File: src/logic/psc_pkg.sv
package psc_pkg;

    // ------------------------------------------------------------------
    // Register indices and field layout
    // ------------------------------------------------------------------
    localparam logic [7:0] REG_SOFT_CAPTURE   = 8'h08;
    localparam logic [7:0] REG_HARD_CAPTURE   = 8'h09;
    localparam logic [7:0] REG_TARGET_ADDRESS = 8'h0A;

    localparam int SOFT_MODE_BIT   = 7;
    localparam int SOFT_STRAP_LSB  = 4;
    localparam int HARD_STRAP_LSB  = 2;
    localparam int ADDR_LOW_LSB    = 1;

    localparam logic [7:0] SOFT_CAPTURE_RESET   = 8'h00;
    localparam logic [7:0] HARD_CAPTURE_RESET   = 8'h00;
    localparam logic [7:0] TARGET_ADDRESS_RESET = 8'h54;

    // Edge count after reset release; the capture fires when it reaches one.
    localparam logic [1:0] CAPTURE_WAIT_RESET = 2'h3;
    localparam logic [1:0] CAPTURE_WAIT_FIRE  = 2'h1;

    // ------------------------------------------------------------------
    // Three-level strap encoding
    // ------------------------------------------------------------------
    typedef enum logic [1:0] {
        PSC_LVL_LOW  = 2'h0,
        PSC_LVL_MID  = 2'h1,
        PSC_LVL_HIGH = 2'h2
    } psc_level_e;

    localparam logic [1:0] ADDR_LOW_FOR_LOW  = 2'h0;
    localparam logic [1:0] ADDR_LOW_FOR_MID  = 2'h1;
    localparam logic [1:0] ADDR_LOW_FOR_HIGH = 2'h3;
    localparam logic [1:0] ADDR_LOW_HARD     = 2'h0;

    localparam logic [2:0] SOFT_CODE_HIGH_BASE = 3'h3;

endpackage : psc_pkg

File: src/logic/psc_pin_strap_capture.sv
// What this block does
// - Strap pins are latched into the capture registers on the third clock edge after reset releases and held until the next reset.
// - Bit 7 of the soft capture holds the sampled mode select pin: 0 soft mode, 1 hard mode.
// - In soft mode bits 6:4 code straps 3 and 2 as 0..5 for low/low up to high/high.
// - In hard mode bits 7:2 of the hard capture hold straps 5:0 as a binary value.
// - In soft mode the hard strap field reads zero.
// - The target address sits in bits 7:1 with default 0x54 and bit 0 reserved.
// - The upper five address bits come from the volatile image; the whole address is used to match serial-bus requests.
// - In soft mode address bits 2:1 follow strap 1: low 0, mid 1, high 3.
// - In hard mode the two lowest address bits are forced to 00.
// - The upper five address bits change only through the volatile image, never by register write.
`timescale 1ns/1ps

module psc_pin_strap_capture #(
    parameter int SYNC_STAGES = 2
) (
    // Clock and reset
    input  wire logic        CLK_SYS_I,
    input  wire logic        SYS_RST_I,
    // Strap pins, level per pin from the three-level receivers
    input  wire logic        PIN_MODE_SELECT_PIN_I,
    input  wire logic [5:0]  STRAP_HIGH_I,
    input  wire logic [3:1]  STRAP_MID_I,
    // Volatile image load of the upper address bits
    input  wire logic        IMAGE_ADDR_LOAD_I,
    input  wire logic [4:0]  IMAGE_ADDR_UPPER_I,
    // Register read port
    input  wire logic [7:0]  REG_ADDR_I,
    output logic      [7:0]  REG_RDATA_O,
    // Serial-bus target match
    input  wire logic [6:0]  BUS_ADDR_I,
    output logic             ADDR_MATCH_O,
    output logic             SAMPLED_PIN_MODE_O
);

    // Only the plain two-flop synchroniser is built, so refuse any other depth.
    if (SYNC_STAGES != 2) begin : g_bad_sync_stages
        $error("SYNC_STAGES must be 2");
    end

    // ------------------------------------------------------------------
    // Pin synchronisers
    // ------------------------------------------------------------------
    logic [9:0] pins_meta_r;
    logic [9:0] pins_sync_r;
    logic [9:0] pins_raw;
    logic       rst_seen_r;

    assign pins_raw = {PIN_MODE_SELECT_PIN_I, STRAP_MID_I, STRAP_HIGH_I};

    always_ff @(posedge CLK_SYS_I or posedge SYS_RST_I) begin
        if (SYS_RST_I) begin
            pins_meta_r <= 10'h000;
            pins_sync_r <= 10'h000;
        end else begin
            pins_meta_r <= pins_raw;
            pins_sync_r <= pins_meta_r;
        end
    end

    // ------------------------------------------------------------------
    // Strap decode
    // ------------------------------------------------------------------
    // The synchroniser still shows its reset zeros for two edges after release,
    // so the capture fires on the third; the board keeps straps stable meanwhile.
    logic [1:0] cap_wait_r;
    logic       cap_now;
    logic       mode_pin;
    logic [5:0] hard_strap_code;
    logic [1:0] lvl3;
    logic [1:0] lvl2;
    logic [1:0] lvl1;
    logic [2:0] soft_strap_code;
    logic [1:0] addr_low_code;

    assign mode_pin        = pins_sync_r[9];
    assign hard_strap_code = pins_sync_r[5:0];
    assign cap_now         = (cap_wait_r == psc_pkg::CAPTURE_WAIT_FIRE);

    assign lvl3 = pins_sync_r[3] ? psc_pkg::PSC_LVL_HIGH :
                  (pins_sync_r[8] ? psc_pkg::PSC_LVL_MID : psc_pkg::PSC_LVL_LOW);
    assign lvl2 = pins_sync_r[2] ? psc_pkg::PSC_LVL_HIGH :
                  (pins_sync_r[7] ? psc_pkg::PSC_LVL_MID : psc_pkg::PSC_LVL_LOW);
    assign lvl1 = pins_sync_r[1] ? psc_pkg::PSC_LVL_HIGH :
                  (pins_sync_r[6] ? psc_pkg::PSC_LVL_MID : psc_pkg::PSC_LVL_LOW);

    // Strap 3 picks the upper half of the code table, strap 2 the offset.
    assign soft_strap_code = ((lvl3 == psc_pkg::PSC_LVL_HIGH) ?
                              psc_pkg::SOFT_CODE_HIGH_BASE : 3'h0) + {1'b0, lvl2};

    assign addr_low_code = (lvl1 == psc_pkg::PSC_LVL_HIGH) ? psc_pkg::ADDR_LOW_FOR_HIGH :
                           (lvl1 == psc_pkg::PSC_LVL_MID)  ? psc_pkg::ADDR_LOW_FOR_MID :
                           psc_pkg::ADDR_LOW_FOR_LOW;

    // ------------------------------------------------------------------
    // Capture registers
    // ------------------------------------------------------------------
    logic [7:0] soft_cap_r;
    logic [7:0] hard_cap_r;
    logic [4:0] addr_upper_r;
    logic [1:0] addr_low_r;
    logic [7:0] soft_nxt;
    logic [7:0] hard_nxt;

    assign soft_nxt = {mode_pin, (mode_pin ? 3'h0 : soft_strap_code), 4'h0};
    assign hard_nxt = mode_pin ? {hard_strap_code, 2'h0} : 8'h00;

    always_ff @(posedge CLK_SYS_I or posedge SYS_RST_I) begin
        if (SYS_RST_I) begin
            cap_wait_r <= psc_pkg::CAPTURE_WAIT_RESET;
        end else if (cap_wait_r != 2'h0) begin
            cap_wait_r <= cap_wait_r - 2'h1;
        end
    end

    always_ff @(posedge CLK_SYS_I or posedge SYS_RST_I) begin
        if (SYS_RST_I) begin
            soft_cap_r <= psc_pkg::SOFT_CAPTURE_RESET;
            hard_cap_r <= psc_pkg::HARD_CAPTURE_RESET;
            addr_low_r <= psc_pkg::TARGET_ADDRESS_RESET[2:1];
        end else if (cap_now) begin
            soft_cap_r <= soft_nxt;
            hard_cap_r <= hard_nxt;
            addr_low_r <= mode_pin ? psc_pkg::ADDR_LOW_HARD : addr_low_code;
        end
    end

    // The register port is read-only, so only the image load can alter these.
    always_ff @(posedge CLK_SYS_I or posedge SYS_RST_I) begin
        if (SYS_RST_I) begin
            addr_upper_r <= psc_pkg::TARGET_ADDRESS_RESET[7:3];
        end else if (IMAGE_ADDR_LOAD_I) begin
            addr_upper_r <= IMAGE_ADDR_UPPER_I;
        end
    end

    // ------------------------------------------------------------------
    // Read mux and address match
    // ------------------------------------------------------------------
    logic [6:0] target_address_field;
    logic [7:0] rdata_nxt;

    assign target_address_field = {addr_upper_r, addr_low_r};
    assign rdata_nxt =
        (REG_ADDR_I == psc_pkg::REG_SOFT_CAPTURE)   ? soft_cap_r :
        (REG_ADDR_I == psc_pkg::REG_HARD_CAPTURE)   ? hard_cap_r :
        (REG_ADDR_I == psc_pkg::REG_TARGET_ADDRESS) ? {target_address_field, 1'b0} :
        8'h00;

    always_ff @(posedge CLK_SYS_I or posedge SYS_RST_I) begin
        if (SYS_RST_I) begin
            REG_RDATA_O        <= 8'h00;
            ADDR_MATCH_O       <= 1'b0;
            SAMPLED_PIN_MODE_O <= 1'b0;
        end else begin
            REG_RDATA_O        <= rdata_nxt;
            ADDR_MATCH_O       <= (BUS_ADDR_I == target_address_field);
            SAMPLED_PIN_MODE_O <= soft_cap_r[psc_pkg::SOFT_MODE_BIT];
        end
    end
endmodule : psc_pin_strap_capture

File: config.mk
export PLATFORM = sky130hd
export DESIGN_NAME = psc_pin_strap_capture
export DESIGN_NICKNAME = d
export VERILOG_FILES = /design/src/logic/psc_pkg.sv /design/src/logic/psc_pin_strap_capture.sv
export SDC_FILE = /design/constraint.sdc
export NUM_CORES = 1
export LEC_CHECK = 0
export BUFFER_PORTS_ARGS = -buffer_cell sky130_fd_sc_hd__buf_2
export CAP_MARGIN = 20
export CORE_MARGIN = 2
export CORE_UTILIZATION = 50
export DETAILED_ROUTE_END_ITERATION = 16
export GPL_ROUTABILITY_DRIVEN = 1
export HOLD_SLACK_MARGIN = 0.08
export PLACE_DENSITY_LB_ADDON = 0.05
export SLEW_MARGIN = 25
export SYNTH_ARGS = -nofsm -noshare
export SYNTH_HDL_FRONTEND = slang
export SYNTH_SLANG_ARGS = --single-unit
File: constraint.sdc
create_clock -name CLK_SYS_I -period 2.79 [get_ports CLK_SYS_I]
set_input_delay 0.558 -clock CLK_SYS_I [delete_from_list [all_inputs] [get_ports CLK_SYS_I]]
set_output_delay 0.558 -clock CLK_SYS_I [all_outputs]
set_load 0.01 [all_outputs]
Word-level counts from Yosys, hierarchy flattened
Index checks and enable logic that the tools add are counted.
{"block": "word_totals", "reg_bits": 51, "latchBits": 0, "mem_bits_rw": 0, "romBits": 0, "inputBits": 33, "output_inout_bits": 10, "n_memories": 0}
{"block": "op_classes", "n_addsub": 2, "mul": 0, "div": 0, "n_lt_le_gt_ge": 0, "n_eq_ne": 8, "shift": 0, "n_mux": 15, "n_bitwise": 0, "reduce_logical": 1}
{"cell": "$mux 8", "n": 4}
{"cell": "$eq 8x4->1 const B", "n": 3}
{"cell": "$mux 2", "n": 6}
{"cell": "$eq 7x7->1", "n": 1}
{"cell": "$eq 2x1->1 const B", "n": 2}
{"cell": "$eq 2x2->1 const B", "n": 2}
{"cell": "$mux 1", "n": 4}
{"cell": "$add 2x2->3", "n": 1}
{"cell": "$mux 3", "n": 1}
{"cell": "$reduce_bool 2->1", "n": 1}
{"cell": "$sub 2x1->2 const B", "n": 1}

Longest topological paths before layout
{"block": "logic_depth", "ltp_word": 6, "ltp_mapped": 5}

Least setup slack after synthesis
OpenSTA, ideal clock, no wires.
{"block": "synth_path", "kind": "flip-flop to flip-flop", "startpoint": "register pins_sync_r[2]", "endpoint": "register soft_cap_r[5]", "setup_time_ns": 0.126, "arrival_ns": 1.179, "required_time_ns": 2.664, "setup_slack_ns": 1.486, "stages_incl_launch_ff": 6, "n_path_buf": 0, "synth_period_minus_slack_ns": 1.304, "cell_sequence": "dfrtp_1 -> nor2b_1 -> ha_1 -> inv_1 -> fa_1 -> o22ai_1"}
{"block": "synth_via", "elab_chain_cells": 3}
{"element": "start, declared", "line_no": "psc_pin_strap_capture.sv:45", "source": "logic [9:0] pins_sync_r;"}
{"element": "start signal, assigned", "line_no": "psc_pin_strap_capture.sv:57", "source": "pins_sync_r <= pins_meta_r;"}
{"element": "$mux 2", "line_no": "psc_pin_strap_capture.sv:82", "source": "assign lvl2 = pins_sync_r[2] ? psc_pkg::PSC_LVL_HIGH :"}
{"element": "$add 2x2->3", "line_no": "psc_pin_strap_capture.sv:89", "source": "psc_pkg::SOFT_CODE_HIGH_BASE : 3'h0) + {1'b0, lvl2};"}
{"element": "$mux 3", "line_no": "psc_pin_strap_capture.sv:105", "source": "assign soft_nxt = {mode_pin, (mode_pin ? 3'h0 : soft_strap_code), 4'h0};"}
{"element": "end signal, assigned", "line_no": "psc_pin_strap_capture.sv:118", "source": "soft_cap_r <= psc_pkg::SOFT_CAPTURE_RESET;"}
{"element": "end signal, assigned", "line_no": "psc_pin_strap_capture.sv:122", "source": "soft_cap_r <= soft_nxt;"}
{"element": "end, declared", "line_no": "psc_pin_strap_capture.sv:98", "source": "logic [7:0] soft_cap_r;"}
Every way passes these cells.
A chain may end at the register's enable or synchronous reset.

Worst setup path in the final report
{"block": "layout_path", "startpoint": "register cap_wait_r[0]", "endpoint": "register hard_cap_r[4]"}
{"block": "layout_via", "elab_chain_cells": 1}
{"element": "start, declared", "line_no": "psc_pin_strap_capture.sv:66", "source": "logic [1:0] cap_wait_r;"}
{"element": "start signal, assigned", "line_no": "psc_pin_strap_capture.sv:110", "source": "cap_wait_r <= psc_pkg::CAPTURE_WAIT_RESET;"}
{"element": "start signal, assigned", "line_no": "psc_pin_strap_capture.sv:112", "source": "cap_wait_r <= cap_wait_r - 2'h1;"}
{"element": "$eq 2x1->1", "line_no": "psc_pin_strap_capture.sv:78", "source": "assign cap_now = (cap_wait_r == psc_pkg::CAPTURE_WAIT_FIRE);"}
{"element": "via cap_now", "line_no": "psc_pin_strap_capture.sv:67", "source": "logic cap_now;"}
{"element": "end signal, assigned", "line_no": "psc_pin_strap_capture.sv:119", "source": "hard_cap_r <= psc_pkg::HARD_CAPTURE_RESET;"}
{"element": "end signal, assigned", "line_no": "psc_pin_strap_capture.sv:123", "source": "hard_cap_r <= hard_nxt;"}
{"element": "end, declared", "line_no": "psc_pin_strap_capture.sv:99", "source": "logic [7:0] hard_cap_r;"}
The timed path passes the listed nets, and every way through them passes these cells.

==> out/qor.txt <==
Final #Nets - 220
Slew HR - 52.8%
TritonCTS clock tree - yes
First-pass GRT wire length - 5.03 mm
Clock root cell - clkbuf_4
Cts repair resizes - 0
Post-Route Skew - 0.0105 ns
Fin crit period - 1.55 ns
Pwr dens - 531 mW/mm^2
Largest stage delay on the critical path - 0.57 ns
Yosys cell types - 30
Post-route antenna net violation count - 0
Worst path buffer plus inverter count - 0
Cell leakage power - 0.000977 uW
CP startpoint kind - flop
Arrival @ worst endpoint - 1.81 ns
CP required - 3.05 ns
FP Rows - 21
Die span in x - 63.3 um
Largest net degree at the start of global routing - 22
Clock-pin transition on the worst setup and hold timing paths - 0.12 ns
Critical-path cell list - ha_1, and2_1, nand2_1, o21ai_0
Syn-to-layout area delta - 17.3%
GPL Wtd Cong - 0.773
Cell Area, Synth - 0.00176 sq mm
Register bit count reported by yosys - 46
Final Max Slew Viols - 0
R2r startpoint - cap_wait_r[0]$_DFFE_PP1P_
Critical path startpoint - cap_wait_r[0]$_DFFE_PP1P_
CTS Hold Bufs - 0
Synth top area share - 58.4%
Commonest non-fill, non-tap cell in the layout - dfrtp_1
Final setup viols - 0
Post-synth top area cell - dfrtp_1
Most frequent cells in the layout - dfrtp_1 (41), buf_2 (40), inv_1 (15)
Crit. End Element - flop
Post-DP HPWL - 2.15 mm
Initial antenna violation count - 0
Pin slew with the least headroom to its limit - 0.704 ns
TritonRoute pass-1 iters - 4
Vias - 1073
Clk sinks - 46
Initial DRC Count - 22
VDD IR max - 0.298 mV
Peak Freq - 0.647 GHz
PortBufs - 40
Die Footprint - 0.00400 sq mm
Ys Warns - 0
Setup TNS - 0 ns
Crit Path Category - reg2reg
Top cells by area, synth - dfrtp_1 (58%), dfstp_2 (7.5%), mux2_2 (4.5%), inv_1 (3.4%), o21ai_0 (2.6%)
Share of cells above drive strength 1 - 34.2%
Mapped Cells - 138
Max Cap Viol - 0
Global-route usage over all layers - 17.0%
Clock Latency Late Sink - 0.35 ns
Critical path fanouts, max - 16
Routed Wire Length - 2.79 mm
Bufs on Longest Clock Path - 2
N_diodes - 0
CTS H-Tree Depth - 2
Fillers - 310
# DRC - 0
Postcts setup bufs - 0
Via density - 4.67
RSZ-0062 raised after global routing - false
Worst hold slack - 0.214 ns
Hold Vio Cnt, Final - 0
Top-Level Pins - 43
Die H - 63.3 um
Tcrit/Tclk final - 55.4%
Status - finished, final reports clean
Drt wl/cell - 12.1 um
Grt ovf - 0
Post-synthesis sequential area ratio - 65.9%
Core Area - 0.00336 sq mm
Multi-input logic area - 512 sq um
Vias in the first global route - 1116
Sequential cell area - 0.00116 sq mm
Post-Syn Area per Cell - 12.7 sq um
Starting Density - 52.2%
Critical Path Slowest Stage Cell - dfstp_2
Worst hold path type - in2async
Synthesized Nets - 175
Num CTS Buffers - 5
Critical path's top delay family - flip-flops
## registers in the layout, indices dropped and copies added (netlist names)
name	cells
addr_low_r	2
cap_wait_r	2
addr_upper_r	5
soft_cap_r	4
pins_meta_r	9
pins_sync_r	9
REG_RDATA_O	7
hard_cap_r	6
ADDR_MATCH_O	1
SAMPLED_PIN_MODE_O	1
## cell usage after synthesis, drive strengths merged
cell and instances:
xnor2 5, nand3 1, clkbuf 1, nand2 11, ha 3, a22oi 2, mux2i 4, nand4 1
mux2 7, a2bb2oi 3, or2 1, nor2 9, a21oi 1, o21ai 9, xor2 3, dfrtp 41
conb 1, o22ai 2, nand2b 1, inv 16, buf 3, fa 1, nor4b 1, nor4 1
nor2b 4, and2 1, dfstp 5
## metal layers
metal / GRT usage, % / part of all wire [%]
met1: 20.5 / 42
met2: 27.9 / 50
met3: 4.11 / 5.9
met4: 9.78 / 2.1
met5: 0 / 0
## power breakdown
part           internal [uW]  total, uW  switching, uW  leakage (uW)
logic                   41.7       79.9           38.2      0.000369
clock network            125        312            187     0.0000326
registers                690        703           13.1      0.000576
total                    856       1090            239      0.000977
## cell families after synthesis
kind of cell,synth area share (%)
multiplexers,6.77
other,0.213
AND/OR/NAND/NOR,8.76
XOR/XNOR,3.99
buffers and inverters,4.99
flip-flops,65.9
adder cells (fa/ha/maj),3.28
AO/OA/AOI/OAI,6.13
## layout make-up
cell class	count	share of cell area, %
flip-flops and latches	46	56.2
multi-input cells	72	24.8
repair buffers	42	10.4
inverters	16	2.91
clock buffers	8	2.85
well taps	46	2.79
## path summary, 6_finish.rpt
check | endpoint | slack [ns] | cells past startpoint
worst max-delay path | hard_cap_r[4]$_DFFE_PP0P_ | 1.24 | 4
worst min-delay path | hard_cap_r[2]$_DFFE_PP0P_ | 0.21 | 2
worst max register to register | hard_cap_r[4]$_DFFE_PP0P_ | 1.24 | 4
worst min register to register | pins_sync_r[5]$_DFF_PP0_ | 0.36 | 0
max in group asynchronous | cap_wait_r[0]$_DFFE_PP1P_ | 1.85 | 3
min in group CLK_SYS_I | pins_meta_r[7]$_DFF_PP0_ | 0.31 | 1
## through the flow
step                instances  power [uW]  setup WS (ns)  util (%)  area (sq um)
floorplan                 138         760           1.15         -          1760
global placement          222         792           1.30      59.5          2000
detailed placement        222         798           1.24      59.5          2000
CTS                       230        1110           1.22      61.3          2060
global route              230        1160           1.13      61.3          2060
finish                    230        1090           1.24      61.3          2060
## worst register-to-register path: stages (launching register included)
cell and delay [ns]:
dfstp_2 0.57, ha_1 0.46, and2_1 0.29, nand2_1 0.08
o21ai_0 0.07
Note: power is estimated with default switching activity, not from simulation.
